### config.mk
export PLATFORM = sky130hd
export DESIGN_NAME = ssef_port
export DESIGN_NICKNAME = d
export VERILOG_FILES = /design/src/pkg/ssef_pkg.sv /design/src/ssef_port.sv
export SDC_FILE = /design/constraint.sdc
export NUM_CORES = 1
export LEC_CHECK = 0
export BUFFER_PORTS_ARGS = -buffer_cell sky130_fd_sc_hd__buf_2
export CORE_MARGIN = 3
export CORE_UTILIZATION = 30
export DETAILED_ROUTE_END_ITERATION = 8
export GPL_TIMING_DRIVEN = 1
export PLACE_DENSITY = 0.52
export SLEW_MARGIN = 20
export SYNTH_ARGS = -nofsm -noshare
export SYNTH_HDL_FRONTEND = slang
export SYNTH_SLANG_ARGS = --single-unit
### constraint.sdc
create_clock -name clock -period 2.3 [get_ports clock]
set_input_delay 0.46 -clock clock [delete_from_list [all_inputs] [get_ports clock]]
set_output_delay 0.46 -clock clock [all_outputs]
set_load 0.02 [all_outputs]
### src/pkg/ssef_pkg.sv
// constants shared by the serial port control block
package ssef_pkg;
  localparam int ADDR_W = 8;
  localparam int DATA_W = 8;
  localparam logic [7:0] ADDR_BUFFER = 8'h13;
  localparam logic [7:0] ADDR_CONTROL = 8'h14;
  localparam logic [7:0] ADDR_STATUS = 8'h15;
  localparam logic [7:0] ADDR_MASK = 8'h16;
  localparam logic [7:0] CONTROL_RESET = 8'h00;
  localparam int BIT_WRITE_COLLISION_FLAG = 7;
  localparam int BIT_OV = 6;
  localparam int BIT_EN = 5;
  localparam int BIT_CKP = 4;
  localparam int MODE_MSB = 3;
  localparam logic [3:0] MODE_SLAVE_LO = 4'h4;
  localparam logic [3:0] MODE_I2C_LO = 4'h6;
  localparam int EV_DONE = 0;
  localparam int EV_OV = 1;
  localparam int EV_WRITE_COLLISION_FLAG = 2;
  localparam int EV_W = 3;
  localparam logic [3:0] LAST_BIT = 4'h7;
  localparam int CLK_PERIOD_NS = 40;
  localparam int SCK_HALF_NS = 160;
  localparam int SCK_HALF_CYCLES = (SCK_HALF_NS + CLK_PERIOD_NS - 1) / CLK_PERIOD_NS;
endpackage : ssef_pkg

### src/ssef_port.sv
// serial port with control register, write collision and receive overflow flags
// How it works
// - 8-bit control at 14h, reset zero
// - slave overflow: flag set, new byte dropped
// - spi overflow only raised as slave
// - master never sets receive overflow flag
// - i2c byte onto full buffer sets overflow
// - overflow stays until software writes it clear
// - enable gives both pins to port as master, only sdo as spi slave, none in i2c modes, else released
//
// Chosen here: the address-and-strobe port.
`timescale 1ns/1ps
module ssef_port #(
  parameter int HALF_CYCLES = ssef_pkg::SCK_HALF_CYCLES
) (
  input wire logic clock,
  input wire logic rst_n,
  input wire logic ce,
  input wire logic [ssef_pkg::ADDR_W-1:0] addr,
  input wire logic [ssef_pkg::DATA_W-1:0] wdata,
  input wire logic wr,
  input wire logic rd,
  output logic [ssef_pkg::DATA_W-1:0] rdata,
  output logic irq,
  input wire logic sck_in,
  input wire logic sdi,
  output logic sck_out,
  output logic sck_oe,
  output logic sdo,
  output logic sdo_oe
);

  typedef struct packed {
    logic sck_s1;
    logic sck_s2;
    logic sck_s3;
    logic sdi_s1;
    logic sdi_s2;
    logic [7:0] ctrl;
    logic [7:0] buffer;
    logic buf_full;
    logic [7:0] shift;
    logic latch;
    logic [3:0] bit_cnt;
    logic busy;
    logic [7:0] half_cnt;
    logic sck;
    logic sck_oe;
    logic sck_pin;
    logic sdo;
    logic sdo_oe;
    logic [ssef_pkg::EV_W-1:0] status;
    logic [ssef_pkg::EV_W-1:0] mask;
    logic irq;
    logic [7:0] rdata;
  } ssef_state_t;

  function automatic logic ssef_is_master(input logic [3:0] m);
    return m < ssef_pkg::MODE_SLAVE_LO;
  endfunction : ssef_is_master

  function automatic logic ssef_is_i2c(input logic [3:0] m);
    return m >= ssef_pkg::MODE_I2C_LO;
  endfunction : ssef_is_i2c

  localparam logic [7:0] HALF_LAST = 8'(HALF_CYCLES - 1);

  logic rst_s1;
  logic rst_ok;
  ssef_state_t q;
  ssef_state_t d;
  logic lead;
  logic trail;
  logic done;
  logic master;
  logic i2c;
  logic en;
  logic idle;

  always_ff @(posedge clock or negedge rst_n) begin
    if (!rst_n) begin
      rst_s1 <= 1'b0;
      rst_ok <= 1'b0;
    end else begin
      rst_s1 <= 1'b1;
      rst_ok <= rst_s1;
    end
  end

  always_comb begin
    d = q;
    master = ssef_is_master(q.ctrl[ssef_pkg::MODE_MSB:0]);
    i2c = ssef_is_i2c(q.ctrl[ssef_pkg::MODE_MSB:0]);
    en = q.ctrl[ssef_pkg::BIT_EN];
    idle = q.ctrl[ssef_pkg::BIT_CKP];
    lead = 1'b0;
    trail = 1'b0;
    done = 1'b0;
    d.sck_s1 = sck_in;
    d.sck_s2 = q.sck_s1;
    d.sck_s3 = q.sck_s2;
    d.sdi_s1 = sdi;
    d.sdi_s2 = q.sdi_s1;
    d.rdata = 8'h00;
    // register reads, one cycle later
    if (rd) begin
      if (addr == ssef_pkg::ADDR_BUFFER) begin
        d.rdata = q.buffer;
        d.buf_full = 1'b0;
      end else if (addr == ssef_pkg::ADDR_CONTROL) begin
        d.rdata = q.ctrl;
      end else if (addr == ssef_pkg::ADDR_STATUS) begin
        d.rdata = {5'h00, q.status};
        d.status = '0;
      end else if (addr == ssef_pkg::ADDR_MASK) begin
        d.rdata = {5'h00, q.mask};
      end
    end
    // register writes
    if (wr) begin
      if (addr == ssef_pkg::ADDR_CONTROL) begin
        d.ctrl = wdata;
      end else if (addr == ssef_pkg::ADDR_MASK) begin
        d.mask = wdata[ssef_pkg::EV_W-1:0];
      end else if (addr == ssef_pkg::ADDR_BUFFER) begin
        if (q.busy || q.bit_cnt != 4'h0) begin
          d.ctrl[ssef_pkg::BIT_WRITE_COLLISION_FLAG] = 1'b1;
          d.status[ssef_pkg::EV_WRITE_COLLISION_FLAG] = 1'b1;
        end else begin
          d.shift = wdata;
          d.busy = master && en;
          d.half_cnt = 8'h00;
        end
      end
    end
    // clock edges: generated as master, sampled as slave
    if (!en) begin
      d.busy = 1'b0;
      d.bit_cnt = 4'h0;
      d.half_cnt = 8'h00;
      d.sck = idle;
    end else if (master) begin
      if (q.busy) begin
        if (q.half_cnt == HALF_LAST) begin
          d.half_cnt = 8'h00;
          d.sck = !q.sck;
          lead = (q.sck == idle);
          trail = (q.sck != idle);
        end else begin
          d.half_cnt = q.half_cnt + 8'h01;
        end
      end else begin
        d.sck = idle;
      end
    end else begin
      lead = (q.sck_s2 != q.sck_s3) && (q.sck_s2 != idle);
      trail = (q.sck_s2 != q.sck_s3) && (q.sck_s2 == idle);
    end
    if (lead) begin
      d.latch = q.sdi_s2;
    end
    if (trail) begin
      d.shift = {q.shift[6:0], q.latch};
      d.bit_cnt = q.bit_cnt + 4'h1;
      if (q.bit_cnt == ssef_pkg::LAST_BIT) begin
        done = 1'b1;
        d.bit_cnt = 4'h0;
        d.busy = 1'b0;
      end
    end
    // byte complete: store or flag overflow
    if (done) begin
      d.status[ssef_pkg::EV_DONE] = 1'b1;
      if (q.buf_full && !master) begin
        d.ctrl[ssef_pkg::BIT_OV] = 1'b1;
        d.status[ssef_pkg::EV_OV] = 1'b1;
      end else begin
        d.buffer = {q.shift[6:0], q.latch};
        d.buf_full = 1'b1;
      end
    end
    d.sck_oe = d.ctrl[ssef_pkg::BIT_EN] && ssef_is_master(d.ctrl[ssef_pkg::MODE_MSB:0]);
    d.sdo_oe = d.ctrl[ssef_pkg::BIT_EN] && !ssef_is_i2c(d.ctrl[ssef_pkg::MODE_MSB:0]);
    d.sdo = d.sdo_oe ? d.shift[7] : 1'b0;
    d.sck_pin = d.sck_oe && d.sck;
    d.irq = |(d.status & d.mask);
  end

  always_ff @(posedge clock or negedge rst_ok) begin
    if (!rst_ok) begin
      q <= '0;
      q.ctrl <= ssef_pkg::CONTROL_RESET;
    end else if (ce) begin
      q <= d;
    end
  end

  assign rdata = q.rdata;
  assign irq = q.irq;
  assign sck_out = q.sck_pin;
  assign sck_oe = q.sck_oe;
  assign sdo = q.sdo;
  assign sdo_oe = q.sdo_oe;

  a_ctrl_write: assert property (@(posedge clock) disable iff (!rst_ok)
    ce && wr && addr == ssef_pkg::ADDR_CONTROL |=> q.ctrl[5:0] == $past(wdata[5:0]))
    else $error("control write not stored");
  a_ov_slave_set: assert property (@(posedge clock) disable iff (!rst_ok)
    ce && done && q.buf_full && !master |=> q.ctrl[ssef_pkg::BIT_OV] && $stable(q.buffer))
    else $error("overflow not flagged or buffer changed");
  a_ov_spi_slave: assert property (@(posedge clock) disable iff (!rst_ok)
    ce && !i2c && !q.ctrl[ssef_pkg::BIT_OV] && !(wr && addr == ssef_pkg::ADDR_CONTROL)
    |=> !q.ctrl[ssef_pkg::BIT_OV] || ($past(done) && !$past(master)))
    else $error("spi overflow raised outside slave mode");
  a_ov_master_never: assert property (@(posedge clock) disable iff (!rst_ok)
    master && !q.ctrl[ssef_pkg::BIT_OV] && !(wr && addr == ssef_pkg::ADDR_CONTROL)
    |=> !q.ctrl[ssef_pkg::BIT_OV])
    else $error("master set overflow");
  a_ov_i2c_set: assert property (@(posedge clock) disable iff (!rst_ok)
    ce && i2c && done && q.buf_full |=> q.status[ssef_pkg::EV_OV] && q.ctrl[ssef_pkg::BIT_OV])
    else $error("i2c overflow missed");
  a_ov_sticky: assert property (@(posedge clock) disable iff (!rst_ok)
    q.ctrl[ssef_pkg::BIT_OV] && !(ce && wr && addr == ssef_pkg::ADDR_CONTROL)
    |=> q.ctrl[ssef_pkg::BIT_OV])
    else $error("overflow cleared by hardware");
  a_write_collision_flag_set: assert property (@(posedge clock) disable iff (!rst_ok)
    ce && wr && addr == ssef_pkg::ADDR_BUFFER && q.busy |=> q.ctrl[ssef_pkg::BIT_WRITE_COLLISION_FLAG]
    && q.status[ssef_pkg::EV_WRITE_COLLISION_FLAG])
    else $error("collision not flagged");
  a_pins_off: assert property (@(posedge clock) disable iff (!rst_ok)
    !q.ctrl[ssef_pkg::BIT_EN] && !(ce && wr) |=> !sck_oe && !sdo_oe && !sdo && !sck_out)
    else $error("pins driven while disabled");
  a_irq_level: assert property (@(posedge clock) disable iff (!rst_ok)
    irq == |(q.status & q.mask))
    else $error("interrupt level wrong");
  a_read_ctrl: assert property (@(posedge clock) disable iff (!rst_ok)
    ce && rd && addr == ssef_pkg::ADDR_CONTROL |=> rdata == $past(q.ctrl))
    else $error("control read data wrong");

endmodule : ssef_port

==> results.yml, run 1 <==
worst_setup_path:
  worst_reg_to_reg_setup_slack_ns: 0.02
  end_kind: "register"
  worst-endpoint-required_ns: 2.52
  worst_path_largest_cell_delay_ns: 0.59
  critPathMaxFanout: 9
  worstReg2RegStart: "q[23]"
  criticalPathCategory: "reg -> reg"
  cp_cell_sequence: "or4_4 > nor4_4 > o21ai_2 > nor3b_4 > buf_12 > mux2_2"
  cpMaxStageDelayCell: "or4_4"
  timing.rr.end: "q[48]"
  launching_element_type_of_the_critical_path: "register"
  cp_data_arrival_time_ns: 2.50
  rr_worst_depth: 6
clock_network:
  clkSinkCount: 66
  root_buffer: "clkbuf_16"
  cts_inserted_buffers: 9
  max_buffers_root_to_sink: 2
  cts_tree: "yes"
  h-tree-depth: 3
  clock_input_transition_at_the_sequential_cells_of_the_worst_setup_and_hold_paths_ns: 0.06
  worst_skew_pair.late_latency_ns: 0.33
synthesis:
  synth.top_cell.area_share_pct: 47.38
  synth_most_common_cell: "dfrtp_1"
  synth_ff_type: "dfrtp_1"
  async_flop_share_pct: 100.0
  synth.area.mux_share_pct: 8.866
  yosys-top-cells-count: "66 x dfrtp_1, 23 x mux2_2, 19 x o21ai_0"
  postSynthNetCount: 352
  synth_top_family_by_area: "compound AO/OA/AOI/OAI gates"
  synth.yosys.seq_area_share_pct: 47.38
  synth_enable_flop_cells: 0
  post_synth_fa_ha_maj_area_fraction_pct: 1.077
  synth-xor-area-share_pct: 0.2513
  synth.largest_area_cell: "dfrtp_1"
  yosys.cell_types.count: 58
  syn-instance-count: 326
  yosys.area_share.simple_pct: 18.13
  synth.ff_latch_count: 66
  netlist_area_mm2: 0.003486
  synthesis.yosys.warnings: 0
  synth-compound-area-share_pct: 19.71
  ys_top_cells_by_area: "dfrtp_1 47%, mux2_2 7.4%, o21ai_0 2.7%"
  synth.avg_cell_area_um2: 10.69
power_and_ir_drop:
  leak_pwr_nw: 2.083
  p_total_mw: 2.800
  irDropWorstVdd_v: 0.0003034
  pwr_density_cell_mw_per_mm2: 609.2
sta:
  fmax_mhz: 438.2
  finalCritPeriodShare_pct: 99.23
  period_needed_ns: 2.282
  unrepaired_setup_endpoints_after_global_routing: "true"
  final-max-slew-violation-count: 0
  slew-limit-headroom_pct: 62.67
  fin_ws_ns: 0.01772
  worst-slew-pin-transition_ns: 0.5562
  finClkSkew_ns: 0.007195
  finalSetupViolations: 0
  holdWs_ns: 0.2626
  finalHoldViolations: 0
floorplan:
  die_x_um: 113.8
  dieArea_mm2: 0.01295
  io_pins: 36
  initial_utilization_pct: 31.47
  placement_rows: 38
  dieHeight_um: 113.8
  core_region_area_mm2: 0.01108
detailed_routing:
  avgViaCountPerCell: 5.352
  drcViolationCount: 0
  drt-wirelength-per-cell_um: 18.16
  wirelength_mm: 10.01
  postRouteAntennaNets: 0
  vias: 2949
  drt_first_pass_iters: 4
  dr.first_iter.drc_count: 98
placed_design:
  detailed_placer_s_ending_hpwl_mm: 7.208
  gp_congestion: 0.8008
  dpl-instance-area_mm2: 0.004145
  port-buffer-count: 35
  setup_slack_placement_ns: -0.1303
run:
  max-cap-violations: 0
global_routing:
  global_route.usage.total_pct: 16.03
  vias_in_the_first_global_route: 2987
  grt_overflow_total: 0
  grt_max_degree: 33
  antenna_found_initial: 0
  first_pass_grt_wire_length_mm: 16.19
layout:
  layout.cell_area.non_filler_mm2: 0.004597
  area_delta_synth_final_pct: 31.87
  num_antenna_cells: 0
  final_net_count: 432
  layout-drive-gt1-share_pct: 39.90
  final_util_pct: 41.50
run_status:
  outcome: "completed"
min_path:
  min_path_type: "reg -> async"
worst max-delay path by stage:
stage	startpoint	end	slack [ns]	cells past startpoint
after floorplan	q[20]	q[43]	-0.07	6
after global placement	addr[5]	q[36]	-0.05	6
after detailed placement	addr[5]	q[39]	-0.13	6
after CTS	q[25]	q[32]	0.01	6
after global routing	q[30]	q[38]	-0.08	8
final	q[23]	q[48]	0.02	6
cell families after synthesis:
family / Yosys count
and+or+nand+nor: 99
AOI/OAI and AO/OA: 96
DFF: 66
buffers and inverters: 32
muxes: 28
adders and majority gates: 3
other: 1
xor gates and xnor gates: 1
through the flow:
| stage | TNS (ns) | cells |
|---|---|---|
| 6_report | 0 | 551 |
| 4_1_cts | 0 | 547 |
| 3_5_place_dp | -0.8459 | 528 |
| 2_1_floorplan | -0.5030 | 326 |
| 3_3_place_gp | -0.4175 | 528 |
| 5_1_grt | -0.6464 | 551 |
what timing repair did:
| action | 4_1_cts | 5_1_grt |
|---|---|---|
| pin swaps | 1 | 16 |
| buffers inserted | 2 | 4 |
| resized for setup | 2 | 20 |
| setup endpoints to repair | 7 | 21 |
| hold endpoints to repair | 2 | 0 |
| gates cloned | 0 | 0 |
| hold buffers | 1 | 0 |
state kept, by name, summed over array words and instances, names as in the netlist:
name     flops
d            3
en           1
idle         1
irq          1
q           46
rdata        8
rst_ok       1
rst_s1       1
sck_oe       1
sck_out      1
sdo          1
sdo_oe       1
placed cells by master (no fill, tap or decap), drive strengths merged, types with 7 or more instances in the layout:
cell type,synthesis,layout
nand3,9,9
mux2,23,23
nand2,16,16
nor2,12,12
buf,11,89
o21ai,21,21
a22oi,10,10
dfrtp,66,66
nor3,7,7
clkbuf,10,9
a21oi,17,17
o2bb2ai,8,8
inv,11,12
layout make-up:
type                            count  area, um^2
Sequential cell                    66        1653
Tap cell                          140       175.2
Clock buffer                        9       225.2
Timing Repair Buffer               90       623.1
Clock inverter                      7       77.57
Fill cell                        1075        6481
Inverter                           11       41.29
Multi-Input combinational cell    228        1802
critical path, delay by kind of cell, from the launching register on:
| kind | cells | cell delay, ns |
|---|---|---|
| DFF | 1 | 0.38 |
| buffers and inverters | 1 | 0.17 |
| muxes | 1 | 0.33 |
| and+or+nand+nor | 3 | 1.17 |
| AOI/OAI and AO/OA | 1 | 0.12 |
power by group:
part | switching, mW | leakage, nW | internal (mW) | total (mW)
Combinational | 0.109 | 1.03 | 0.0767 | 0.186
Sequential | 0.0273 | 0.903 | 1.19 | 1.21
Clock | 0.554 | 0.146 | 0.846 | 1.40
Total | 0.690 | 2.08 | 2.11 | 2.80
metal layers:
metal / GRT usage, % / part of all wire, %
met1: 22.33 / 46
met4: 5.622 / 1.3
met2: 25.13 / 48
met3: 2.918 / 5.2
met5: 0 / 0
Note: power is estimated with default switching activity, not from simulation.
==> run 2: changes to the inputs <==
Settings changed: ABC_AREA from default to 1.
==> run 2 against run 1 <==
Worst setup slack better by 0.35 ns. Global-route usage fell by 1.2 points. Core utilization shrank 5.2 points. Worst hold slack improved by 0.066 ns. Cell area down 8.2%. Die area increased by 3.6%. Sequential share of layout area is 3.2 points higher. Largest cell class is now registers. Highest routed layer unchanged.
==> results.yml, run 2 <==
run_status:
  outcome: "completed"
sta:
  period_needed_ns: 1.933
  finalSetupViolations: 0
  holdWs_ns: 0.3290
  fin_ws_ns: 0.3672
  finalCritPeriodShare_pct: 84.03
  finClkSkew_ns: 0.006842
  worst-slew-pin-transition_ns: 0.7374
  setup_tns_ns: 0
  final-max-slew-violation-count: 0
  unrepaired_setup_endpoints_after_global_routing: "false"
  fmax_mhz: 517.4
  finalHoldViolations: 0
  slew-limit-headroom_pct: 50.84
synthesis:
  synth_most_common_cell: "nand2_1"
  synth_top_family_by_area: "simple AND/OR/NAND/NOR gates"
  synth-compound-area-share_pct: 13.45
  synthesis.yosys.warnings: 0
  ys_top_cells_by_area: "dfrtp_1 46%, nand2_1 16%, o21ai_0 6.1%"
  yosys-top-cells-count: "157 x nand2_1, 66 x dfrtp_1, 53 x inv_1"
  synth.avg_cell_area_um2: 7.650
  synth_enable_flop_cells: 0
  synth-xor-area-share_pct: 1.210
  synth.yosys.seq_area_share_pct: 45.64
  synth.ff_latch_count: 66
  synth_ff_type: "dfrtp_1"
  netlist_area_mm2: 0.003618
  async_flop_share_pct: 100.0
  post_synth_fa_ha_maj_area_fraction_pct: 1.037
  postSynthNetCount: 499
  synth.area.mux_share_pct: 0
  yosys.cell_types.count: 39
  synth.largest_area_cell: "dfrtp_1"
  yosys.area_share.simple_pct: 29.08
  synth.top_cell.area_share_pct: 45.64
  syn-instance-count: 473
global_routing:
  first_pass_grt_wire_length_mm: 15.68
  grt_max_degree: 33
  vias_in_the_first_global_route: 3126
  grt_overflow_total: 0
  global_route.usage.total_pct: 14.86
  antenna_found_initial: 0
worst_setup_path:
  cpMaxStageDelayCell: "a21oi_2"
  rr_worst_depth: 8
  worst-endpoint-required_ns: 2.52
  cp_num_buf_inv: 0
  worst_reg_to_reg_setup_slack_ns: 0.37
  criticalPathCategory: "reg -> reg"
  cp_cell_sequence: "ha_1 > nand2_2 > nor2_4 > nand3_2 > a21oi_2 > o21ai_0 > nand2_1 > o21ai_2"
  cp_data_arrival_time_ns: 2.15
  critPathMaxFanout: 12
  end_kind: "register"
  worst_path_largest_cell_delay_ns: 0.48
  critPathTopFamily: "compound AO/OA/AOI/OAI gates"
  worstReg2RegStart: "q[21]"
  timing.rr.end: "q[37]"
  launching_element_type_of_the_critical_path: "register"
power_and_ir_drop:
  leak_pwr_nw: 2.107
  pwr_density_cell_mw_per_mm2: 724.8
  irDropWorstVdd_v: 0.0003723
  p_total_mw: 3.059
layout:
  top_reg_by_flops: "q"
  final_util_pct: 36.34
  multiInputGateArea_mm2: 0.001624
  layout.cell_area.non_filler_mm2: 0.004220
  n_fill_cell: 1213
  largest_register_ffs: 46
  leading_cell_types_in_the_layout_fill_and_taps_excluded: "157 x nand2_1, 65 x dfrtp_1, 53 x inv_1"
  layout-drive-gt1-share_pct: 16.12
  num_antenna_cells: 0
  area_delta_synth_final_pct: 16.63
  register_area_mm2: 0.001653
  most_frequent_standard_cell_in_the_layout_excluding_fill_and_tap_cells: "nand2_1"
  fin_cells: 658
  final_net_count: 536
detailed_routing:
  dr.first_iter.drc_count: 182
  drt-wirelength-per-cell_um: 14.06
  drcViolationCount: 0
  postRouteAntennaNets: 0
  vias: 3211
  avgViaCountPerCell: 4.880
  drt_first_pass_iters: 5
  wirelength_mm: 9.253
clock_network:
  clock_input_transition_at_the_sequential_cells_of_the_worst_setup_and_hold_paths_ns: 0.06
  h-tree-depth: 3
  root_buffer: "clkbuf_16"
  cts_tree: "yes"
  max_buffers_root_to_sink: 2
  worst_skew_pair.late_latency_ns: 0.33
  cts_inserted_buffers: 9
  cts_post_setup_buffers_inserted: 0
  clkSinkCount: 66
run:
  max-cap-violations: 0
placed_design:
  port-buffer-count: 35
  gp_congestion: 0.8151
  dpl-instance-area_mm2: 0.003914
  setup_slack_placement_ns: 0.3259
  place.detailed.instances: 641
  detailed_placer_s_ending_hpwl_mm: 6.961
floorplan:
  dieArea_mm2: 0.01342
  die_x_um: 115.8
  core_region_area_mm2: 0.01161
  dieHeight_um: 115.8
  io_pins: 36
  placement_rows: 39
  initial_utilization_pct: 31.16
min_path:
  min_path_type: "reg -> async"
[run 2: worst max path at each step]
stage	startpoint	end	slack [ns]	depth (start not counted)
floorplan	rst_ok	d[59]	0.33	0
global placement	addr[7]	q[37]	0.36	11
detailed placement	addr[7]	q[37]	0.33	11
CTS	q[21]	q[37]	0.35	8
global route	q[29]	q[38]	0.14	9
finish	q[21]	q[37]	0.37	8
[run 2: cell families after synthesis]
group,count (synthesis)
adders and majority gates,3
buffers and inverters,76
other,1
and+or+nand+nor,237
xor gates and xnor gates,5
AOI/OAI and AO/OA,85
DFF,66
[run 2: where the power goes]
part / leakage [nW] / switching [mW] / internal [mW]
registers: 0.858 / 0.0751 / 1.26
clock network: 0.149 / 0.512 / 0.865
logic: 1.10 / 0.232 / 0.120
total: 2.11 / 0.819 / 2.24
[run 2: repair_timing]
item	CTS	global route
resized for setup	0	0
endpoints found under the hold margin	2	0
hold buffers	1	0
[run 2: routing by layer]
layer | vias up | share of wire [%] | GRT usage (%)
met2 | 83 | 46 | 23.63
met1 | 1521 | 48 | 20.83
li1 | 1598 | - | -
met3 | 9 | 4.7 | 2.350
met4 | 0 | 1.3 | 4.718
met5 | - | 0 | 0
[run 2: layout make-up]
cell class | count | area share [%]
well taps | 143 | 4.240
multi-input cells | 331 | 38.48
inverters | 57 | 5.099
clock buffers | 11 | 5.752
clock inverters | 5 | 1.275
flip-flops and latches | 66 | 39.16
repair buffers | 45 | 5.989
